$ cat config.mk
export PLATFORM = sky130hd
export DESIGN_NAME = mvi_interrupt_unit
export DESIGN_NICKNAME = d
export VERILOG_FILES = /design/src/design/mvi_pkg.sv /design/src/design/mvi_interrupt_unit.sv /design/src/design/mvi_edge_detect.sv
export SDC_FILE = /design/constraint.sdc
export NUM_CORES = 1
export LEC_CHECK = 0
export BUFFER_PORTS_ARGS = -buffer_cell sky130_fd_sc_hd__buf_2
export CAP_MARGIN = 20
export CORE_ASPECT_RATIO = 1.75
export CORE_MARGIN = 8
export CORE_UTILIZATION = 35
export DETAILED_ROUTE_END_ITERATION = 10
export GPL_TIMING_DRIVEN = 0
export PLACE_DENSITY = 0.72
export SLEW_MARGIN = 10
export SYNTH_ARGS = -nofsm -noshare
export SYNTH_HDL_FRONTEND = slang
export SYNTH_SLANG_ARGS = --single-unit
$ cat constraint.sdc
create_clock -name clk -period 11.5 [get_ports clk]
set_input_delay 1.15 -clock clk [delete_from_list [all_inputs] [get_ports clk]]
set_output_delay 1.15 -clock clk [all_outputs]
set_load 0.02 [all_outputs]
$ cat src/design/mvi_pkg.sv
// Package of constants and types for the multi-level vectored interrupt unit
package mvi_pkg;
	localparam int NUM_LEVELS = 8;
	localparam int NUM_SRC = 22;
	localparam int VEC_W = 9;
	localparam int SRC_IDX_W = 5;
	localparam int LVL_IDX_W = 3;
	// Vector addresses per source, in source index order
	localparam logic [VEC_W-1:0] VEC_TA_MATCH = 9'h0ce;
	localparam logic [VEC_W-1:0] VEC_TA_OVF = 9'h0d0;
	localparam logic [VEC_W-1:0] VEC_TB_MATCH = 9'h0d2;
	localparam logic [VEC_W-1:0] VEC_TC_MATCH = 9'h0d4;
	localparam logic [VEC_W-1:0] VEC_PWM_OVF = 9'h0d6;
	localparam logic [VEC_W-1:0] VEC_TD0_MATCH = 9'h0d8;
	localparam logic [VEC_W-1:0] VEC_TD0_OVF = 9'h0da;
	localparam logic [VEC_W-1:0] VEC_TD1_MATCH = 9'h0dc;
	localparam logic [VEC_W-1:0] VEC_TD1_OVF = 9'h0de;
	localparam logic [VEC_W-1:0] VEC_SSP = 9'h0e4;
	localparam logic [VEC_W-1:0] VEC_WT_OVF = 9'h0e6;
	localparam logic [VEC_W-1:0] VEC_SER_BASE = 9'h0e8;
	localparam logic [VEC_W-1:0] VEC_P1_BASE = 9'h0f0;
	localparam logic [VEC_W-1:0] VEC_P4_BASE = 9'h0f8;
	localparam logic [VEC_W-1:0] VEC_BT_RESET = 9'h100;
	// Source index to vector table; lower index is lower address
	localparam logic [NUM_SRC*VEC_W-1:0] VEC_TABLE = {
		9'h0fe, 9'h0fc, 9'h0fa, 9'h0f8, 9'h0f6, 9'h0f4, 9'h0f2, 9'h0f0,
		9'h0ec, 9'h0ea, 9'h0e8, 9'h0e6, 9'h0e4,
		9'h0de, 9'h0dc, 9'h0da, 9'h0d8, 9'h0d6, 9'h0d4, 9'h0d2, 9'h0d0, 9'h0ce};
	// Source index to level table, 3 bits each
	localparam logic [NUM_SRC*LVL_IDX_W-1:0] LVL_TABLE = {
		3'h7, 3'h7, 3'h7, 3'h7, 3'h6, 3'h6, 3'h6, 3'h6,
		3'h5, 3'h5, 3'h5, 3'h4, 3'h4,
		3'h3, 3'h3, 3'h3, 3'h3, 3'h2, 3'h2, 3'h1, 3'h0, 3'h0};
	// Sources whose flag hardware clears on grant (levels 0..3)
	localparam logic [NUM_SRC-1:0] HW_CLEAR_MASK = 22'h0001ff;
	// Sources whose flag software may clear (all but timer B)
	localparam logic [NUM_SRC-1:0] SW_CLEAR_MASK = 22'h3ffffb;
	localparam int EXT_PINS = 8;
	localparam int EXT_FIRST_SRC = 14;
	localparam int SYM_GLOBAL_BIT = 0;
	localparam logic SYM_GLOBAL_RESET = 1'b0;
	localparam logic [7:0] LEVEL_MASK_RESET = 8'h00;
	localparam logic [7:0] WORD_ADDR_OFS = 8'h01;
	typedef enum logic [1:0] {
		MVI_IDLE = 2'b00,
		MVI_FETCH_HI = 2'b01,
		MVI_FETCH_LO = 2'b10,
		MVI_ENTER = 2'b11
	} mvi_state_type;
endpackage

$ cat src/design/mvi_interrupt_unit.sv
// Multi-level vectored interrupt unit: pending, priority, vector fetch
//
// Overview of operation
// - Eight request levels 0..7; every source maps to exactly one level.
// - Level order follows the programmed level priority, not the level number.
// - Up to 128 vectors per level; 22 used, in-level order fixed.
// - Twenty-two sources, each with its own vector address.
// - On grant a flag clears by hardware, or by software write.
// - Within a level the lower vector address is granted first.
// - On grant, disable interrupts and push PC and flags during the high vector byte fetch.
// - Routine address is vector byte then next byte, joined to 16 bits.
// - Each external pin triggers on its selected rising or falling edge.
// - Basic timer overflow causes a reset via vector 100h, hardware cleared.
// - Level 0: timer A match at CEh, timer A overflow next; both clear ways.
// - Level 1: timer B match at D2h, cleared by hardware only.
// - Level 2: timer C at D4h, pulse-width overflow at D6h; both clear ways.
// - Level 3: timer D0/D1 match and overflow at D8h..DEh; both clear ways.
// - Level 4: serial port E4h, watch timer E6h; software clears.
// - Level 5: serial channels E8h..ECh, priorities 0..2; software clears.
// - Level 6: port 1 pins 0..3 at F0h..F6h; software clears.
// - Level 7: port 4 pins 0..3 at F8h..FEh; software clears.
// - A per-level mask enables or disables each level.
// - Global enable and disable instructions set or clear system mode bit 0.
`timescale 1ns/1ps
module mvi_interrupt_unit import mvi_pkg::*; #(
	parameter int NSRC = NUM_SRC
) (
	// Clock and reset
	input wire logic clk,
	input wire logic reset_n,
	// Internal peripheral events, sources 0..13, one-cycle pulses
	input wire logic [EXT_FIRST_SRC-1:0] periphEvent,
	// External pins: port 1 bits 0..3 then port 4 bits 0..3
	input wire logic [EXT_PINS-1:0] extPin,
	input wire logic [EXT_PINS-1:0] extRiseSelect,
	// Per-source enables and software clear strobes
	input wire logic [NSRC-1:0] sourceEnable,
	input wire logic [NSRC-1:0] softClear,
	// Level mask and level priority rank (0 = served first)
	input wire logic [NUM_LEVELS-1:0] levelMaskWrite,
	input wire logic levelMaskWe,
	input wire logic [NUM_LEVELS*LVL_IDX_W-1:0] levelRank,
	// Global enable and disable instructions
	input wire logic globalEnableInstr,
	input wire logic globalDisableInstr,
	// Basic timer overflow
	input wire logic basicTimerOvf,
	// CPU handshake
	input wire logic cpuAck,
	input wire logic pushDone,
	input wire logic fetchValid,
	input wire logic [7:0] fetchData,
	// Outputs to CPU
	output logic cpuRequest,
	output logic pushRequest,
	output logic fetchRequest,
	output logic [15:0] fetchAddr,
	output logic serviceStart,
	output logic [15:0] serviceAddr,
	output logic resetRequest,
	// Status
	output logic [NSRC-1:0] pending,
	output logic [NUM_LEVELS-1:0] levelRequest,
	output logic [NUM_LEVELS-1:0] levelMask,
	output logic globalEnable
);
	logic [EXT_PINS-1:0] edgeEvent;
	logic [NSRC-1:0] setEvent;
	logic [NSRC-1:0] pending_q;
	logic [NSRC-1:0] pending_d;
	logic [NUM_LEVELS-1:0] levelMask_q;
	logic [NUM_LEVELS-1:0] levelMask_d;
	logic globalEnable_q;
	logic globalEnable_d;
	logic resetRequest_q;
	logic resetRequest_d;
	mvi_state_type state_q;
	mvi_state_type state_d;
	logic [SRC_IDX_W-1:0] grantSrc_q;
	logic [SRC_IDX_W-1:0] grantSrc_d;
	logic [15:0] fetchAddr_q;
	logic [15:0] fetchAddr_d;
	logic [7:0] hiByte_q;
	logic [7:0] hiByte_d;
	logic [15:0] serviceAddr_q;
	logic [15:0] serviceAddr_d;
	logic serviceStart_q;
	logic serviceStart_d;
	logic [NSRC-1:0] active;
	logic [NUM_LEVELS-1:0] lvlReq;
	logic [SRC_IDX_W-1:0] lvlWinner [NUM_LEVELS];
	logic [SRC_IDX_W-1:0] winSrc;
	logic winValid;
	logic [LVL_IDX_W-1:0] bestRank;
	logic [NSRC-1:0] hwClear;

	// External pin edges feed sources 14..21
	mvi_edge_detect #(
		.WIDTH(EXT_PINS)
	) uEdge (
		.clk(clk),
		.reset_n(reset_n),
		.pinLevel(extPin),
		.riseSelect(extRiseSelect),
		.edgeEvent(edgeEvent)
	);

	assign setEvent = {edgeEvent, periphEvent};

	// Active sources: pending, enabled, level unmasked, global on
	genvar s;
	for (s = 0; s < NSRC; s++) begin : gActive
		assign active[s] = pending_q[s] & sourceEnable[s] & globalEnable_q
			& levelMask_q[LVL_TABLE[s*LVL_IDX_W +: LVL_IDX_W]];
	end

	// Per-level winner: lowest index is lowest vector address
	always_comb begin
		for (int l = 0; l < NUM_LEVELS; l++) begin
			lvlReq[l] = 1'b0;
			lvlWinner[l] = '0;
			for (int k = NSRC - 1; k >= 0; k--) begin
				if (active[k] && LVL_TABLE[k*LVL_IDX_W +: LVL_IDX_W] == l[2:0]) begin
					lvlReq[l] = 1'b1;
					lvlWinner[l] = k[SRC_IDX_W-1:0];
				end
			end
		end
	end

	// Level arbitration by programmed rank; ties go to the lower level number
	always_comb begin
		winValid = 1'b0;
		winSrc = '0;
		bestRank = '1;
		for (int l = NUM_LEVELS - 1; l >= 0; l--) begin
			if (lvlReq[l] && (!winValid
				|| levelRank[l*LVL_IDX_W +: LVL_IDX_W] <= bestRank)) begin
				winValid = 1'b1;
				bestRank = levelRank[l*LVL_IDX_W +: LVL_IDX_W];
				winSrc = lvlWinner[l];
			end
		end
	end

	// Grant sequence: push together with high byte fetch, fetch low byte, enter
	always_comb begin
		state_d = state_q;
		grantSrc_d = grantSrc_q;
		fetchAddr_d = fetchAddr_q;
		hiByte_d = hiByte_q;
		serviceAddr_d = serviceAddr_q;
		serviceStart_d = 1'b0;
		hwClear = '0;
		unique case (state_q)
			MVI_IDLE: begin
				if (winValid && cpuAck && !resetRequest_q) begin
					grantSrc_d = winSrc;
					fetchAddr_d = {7'h00, VEC_TABLE[winSrc*VEC_W +: VEC_W]};
					hwClear[winSrc] = HW_CLEAR_MASK[winSrc];
					state_d = MVI_FETCH_HI;
				end
			end
			MVI_FETCH_HI: begin
				if (pushDone && fetchValid) begin
					hiByte_d = fetchData;
					fetchAddr_d = fetchAddr_q + {8'h00, WORD_ADDR_OFS};
					state_d = MVI_FETCH_LO;
				end
			end
			MVI_FETCH_LO: begin
				if (fetchValid) begin
					serviceAddr_d = {hiByte_q, fetchData};
					state_d = MVI_ENTER;
				end
			end
			MVI_ENTER: begin
				serviceStart_d = 1'b1;
				state_d = MVI_IDLE;
			end
		endcase
	end

	// Pending flags: set wins over any clear in the same cycle
	always_comb begin
		pending_d = (pending_q & ~hwClear & ~(softClear & SW_CLEAR_MASK))
			| setEvent;
	end

	// Global enable, level mask, reset request
	always_comb begin
		globalEnable_d = globalEnable_q;
		if (globalDisableInstr
			|| (state_q == MVI_IDLE && winValid && cpuAck && !resetRequest_q)) begin
			globalEnable_d = 1'b0;
		end else if (globalEnableInstr) begin
			globalEnable_d = 1'b1;
		end
		levelMask_d = levelMaskWe ? levelMaskWrite : levelMask_q;
		resetRequest_d = basicTimerOvf;
	end

	always_ff @(posedge clk or negedge reset_n) begin
		if (!reset_n) begin
			pending_q <= '0;
			levelMask_q <= LEVEL_MASK_RESET;
			globalEnable_q <= SYM_GLOBAL_RESET;
			resetRequest_q <= 1'b0;
			state_q <= MVI_IDLE;
			grantSrc_q <= '0;
			fetchAddr_q <= '0;
			hiByte_q <= '0;
			serviceAddr_q <= '0;
			serviceStart_q <= 1'b0;
		end else begin
			pending_q <= pending_d;
			levelMask_q <= levelMask_d;
			globalEnable_q <= globalEnable_d;
			resetRequest_q <= resetRequest_d;
			state_q <= state_d;
			grantSrc_q <= grantSrc_d;
			fetchAddr_q <= fetchAddr_d;
			hiByte_q <= hiByte_d;
			serviceAddr_q <= serviceAddr_d;
			serviceStart_q <= serviceStart_d;
		end
	end

	// Outputs; reset request carries vector 100h to the CPU
	assign cpuRequest = winValid && state_q == MVI_IDLE && !resetRequest_q;
	assign pushRequest = state_q == MVI_FETCH_HI;
	assign fetchRequest = state_q == MVI_FETCH_HI || state_q == MVI_FETCH_LO;
	assign fetchAddr = resetRequest_q ? {7'h00, VEC_BT_RESET} : fetchAddr_q;
	assign serviceStart = serviceStart_q;
	assign serviceAddr = serviceAddr_q;
	assign resetRequest = resetRequest_q;
	assign pending = pending_q;
	assign levelRequest = lvlReq;
	assign levelMask = levelMask_q;
	assign globalEnable = globalEnable_q;
endmodule

$ cat src/design/mvi_edge_detect.sv
// Per-pin edge detector for the external interrupt inputs
`timescale 1ns/1ps
module mvi_edge_detect import mvi_pkg::*; #(
	parameter int WIDTH = 8
) (
	// Clock and reset
	input wire logic clk,
	input wire logic reset_n,
	// Pins and edge choice, 1 selects rising
	input wire logic [WIDTH-1:0] pinLevel,
	input wire logic [WIDTH-1:0] riseSelect,
	// One-cycle edge events
	output logic [WIDTH-1:0] edgeEvent
);
	logic [WIDTH-1:0] prevLevel_q;
	logic [WIDTH-1:0] prevLevel_d;

	// Previous level kept so each pin sees one event per transition
	always_comb begin
		prevLevel_d = pinLevel;
	end

	always_ff @(posedge clk or negedge reset_n) begin
		if (!reset_n) begin
			prevLevel_q <= '0;
		end else begin
			prevLevel_q <= prevLevel_d;
		end
	end

	// Edge choice per pin
	genvar i;
	for (i = 0; i < WIDTH; i++) begin : gEdge
		assign edgeEvent[i] = riseSelect[i] ? (pinLevel[i] & ~prevLevel_q[i])
			: (~pinLevel[i] & prevLevel_q[i]);
	end
endmodule

==> impl_metrics.toml <==
[status]
outcome = "completed"

[placement]
place.gp.congestion = 0.8959
hpwl_um = 13940
port_buffers = 196

[global_routing]
first_global_vias = 5371
gr-total-overflow = 0
grt_pass1_wl_um = 26310
antenna_found_initial = 0
grt_usage_pct = 17.16
grt_max_degree = 64

[floorplan]
rows = 59
fp.dieH_um = 179.2
die_w_um = 109.3
dieArea_mm2 = 0.01958
core_region_area_mm2 = 0.01491
start_util_pct = 35.73
ios = 199

[logic_synthesis]
async_flop_share_pct = 100.0
synthFlopType = "dfrtp_1"
synth_top_area_cell = "dfrtp_1"
synth.distinct_cells = 72
ys_seq_area_share_pct = 38.99
ys_ff_latch = 83
synthTopCellsByCount = "dfrtp_1 (83), inv_1 (56), nand2_1 (46), nor2_1 (42), mux2_2 (37)"
syn-num-nets = 716
synth_area_leaders = "dfrtp_1 (39%), mux2_2 (7.8%), ha_1 (7.8%), inv_1 (3.9%), nand2_1 (3.2%)"
synthDominantCellAreaShare_pct = 38.99
synth_area_mm2 = 0.005328
synth_most_common_cell = "dfrtp_1"
avgSynthCellArea_um2 = 9.514
yosysWarnings = 0
syn-instance-count = 560
synth_edf_count = 0

[pwr]
power_leakage_uw = 0.003606
sw_frac_of_total_pct = 38.28
p_clk_share_pct = 24.1
irDropWorstVdd_mv = 0.08154
combPwrFrac_pct = 43.4
switching_power_uw = 498.2
internal_power_uw = 803.3
power_density_mw_per_mm2 = 178.6
seq_power_share_pct = 32.5

[critical_path]
reg2reg_slack_ns = 0.86
slowest_stage = "mux2_4"
r2r_end = "fetchAddr_q[3]$_DFFE_PN0P_"
critPathKind = "input pin to flip-flop"
reg2reg_depth = 52
critical_path.endpoint = "fetchAddr_q[3]$_DFFE_PN0P_"
worst_ep_arrival_time_ns = 11.26
worst_setup_path_end_kind = "flip-flop"
startpoint = "sourceEnable[18]"
crit_fanout = 6
r2r-start = "globalEnable$_DFFE_PN0P_"
cp-start-kind = "input pin"
critPathRequiredTime_ns = 11.72
cp_common_cell = "ha_1"
cpPeakStageDelay_ns = 0.36

[timing]
whs_ns = 0.4916
clock-skew-final_ns = 0.008063
fin_crit_ns = 11.04
slew_violations = 0
finalSetupTns_ns = 0
achievable-frequency_mhz = 90.60
hold_viol_final = 0
finalCritPeriodShare_pct = 95.98
setup_viol = 0
worst_slew_pin_slew_ns = 0.8596
relSlewSlack_pct = 41.94

[clock_tree]
tritoncts = "done"
worstSkewPairLatency_ns = 0.34
clkTransAtPathRegs_ns = 0.06
cts_made_buffers = 9
cts_root_buffer = "clkbuf_16"
h-tree-depth = 3
hold_buffers = 0
clock-sinks = 83
cts_buffer_depth = 2

[route]
via_count = 5070
vias_per_cell = 5.195
drt-wirelength-per-cell_um = 17.50
drtPass1Iterations = 4
drcViolationCount = 0
wl_um = 17080
drtAntennaViolNets = 0
initialDrtViolationCount = 207

[min_path]
hp-class = "flip-flop to flip-flop"
whs_path_depth = 2

[layout]
fin_nets = 944
drive_gt1_share_pct = 41.87
diodes = 0
syn_to_final_growth_pct = 36.80

[flow_run]
maxCapViolCount = 0
critical path: cells and delay by family:
kind                     cells  cell delay [ns]
buffers and inverters        5             0.58
adder cells (fa/ha/maj)      8             2.18
AND/OR/NAND/NOR             13             1.95
AO/OA/AOI/OAI               21             3.70
multiplexers                 6             1.67
cell usage in the layout (no fill, tap or decap), types with 4 or more instances in the layout:
cell type,count
o21ai_4,6
inv_1,55
xnor2_1,4
o21a_1,6
o21ai_1,4
dfrtp_1,83
o221ai_1,9
a211oi_1,4
mux2_4,7
a31o_1,9
and2_1,4
xor2_1,5
and3_1,11
nand3_1,24
nor2_1,38
nor2b_1,19
a21oi_1,18
nand2_1,44
mux2_2,35
nand2b_1,6
o21ai_0,11
clkbuf_1,8
o22ai_1,4
nor3_1,5
buf_4,23
ha_1,31
a21o_1,11
a21oi_2,6
buf_2,197
clkbuf_16,9
nand4_1,10
mux2i_1,4
metal layers:
layer	vias up	wire, um	global-route usage, %
met2	174	9317	32.35
met3	28	1229	5.112
met5	-	0	0
met1	2411	5935	16.35
met4	0	597	7.866
li1	2457	-	-
state kept, by name, indices dropped and copies added (netlist names):
signal / flops
hiByte_q: 8
resetRequest: 1
uEdge.prevLevel_q: 8
serviceAddr: 16
state_q: 2
pending: 22
serviceStart: 1
levelMask: 8
fetchAddr_q: 16
globalEnable: 1
cell type report:
cell class / count / area [um^2]
Buffer: 9 / 40.04
Clock buffer: 11 / 232.7
Clock inverter: 5 / 85.08
Fill cell: 1481 / 7624
Inverter: 58 / 225.2
Multi-Input combinational cell: 408 / 3223
Sequential cell: 83 / 2077
Tap cell: 183 / 229.0
Timing Repair Buffer: 219 / 1176
logic make-up (layout without fill, tap and decap cells):
logic type | after synthesis | in the layout | synth area share [%]
xor+xnor | 9 | 9 | 1.479
buf+inv | 69 | 302 | 4.979
mux | 48 | 48 | 10.36
compound gates | 132 | 132 | 18.86
fa+ha+maj | 33 | 33 | 7.750
simple gates | 186 | 186 | 17.59
flops | 83 | 83 | 38.99
worst min path at each step:
| stage | startpoint | endpoint |
|---|---|---|
| 5_1_grt | serviceAddr[11]$_DFFE_PN0P_ | serviceAddr[11]$_DFFE_PN0P_ |
| 4_1_cts | uEdge.prevLevel_q[0]$_DFF_PN0_ | pending[14]$_DFF_PN0_ |
| 3_5_place_dp | uEdge.prevLevel_q[2]$_DFF_PN0_ | pending[16]$_DFF_PN0_ |
| 6_report | uEdge.prevLevel_q[2]$_DFF_PN0_ | pending[16]$_DFF_PN0_ |
| 3_3_place_gp | uEdge.prevLevel_q[2]$_DFF_PN0_ | pending[16]$_DFF_PN0_ |
| 2_1_floorplan | uEdge.prevLevel_q[0]$_DFF_PN0_ | pending[14]$_DFF_PN0_ |
repair_timing:
| item | 4_1_cts | 5_1_grt |
|---|---|---|
| resized for setup | 20 | 37 |
| setup buffers | 3 | 19 |
| endpoints found under the setup margin | 19 | 19 |
| pin swaps | 3 | 25 |
through the flow:
stage / instances / setup WS [ns] / power, uW / utilization [%] / instance area [um^2]
floorplan: 560 / 0.06997 / 770.7 / - / 5328
global placement: 939 / -2.435 / 935.4 / 43.84 / 6538
detailed placement: 940 / -2.611 / 948.3 / 44.04 / 6568
CTS: 957 / 0.0009130 / 1279 / 46.78 / 6975
global route: 976 / -0.05444 / 1385 / 48.88 / 7288
finish: 976 / 0.4619 / 1301 / 48.88 / 7288
power groups by stage:
stage | Clock (uW) | Sequential [uW] | Combinational (uW)
3_3_place_gp | 0 | 425 | 511
4_1_cts | 320 | 424 | 535
6_report | 313 | 423 | 565
2_1_floorplan | 0 | 467 | 304
3_5_place_dp | 0 | 429 | 519
5_1_grt | 331 | 435 | 619
(Power assumes the default switching activity.)
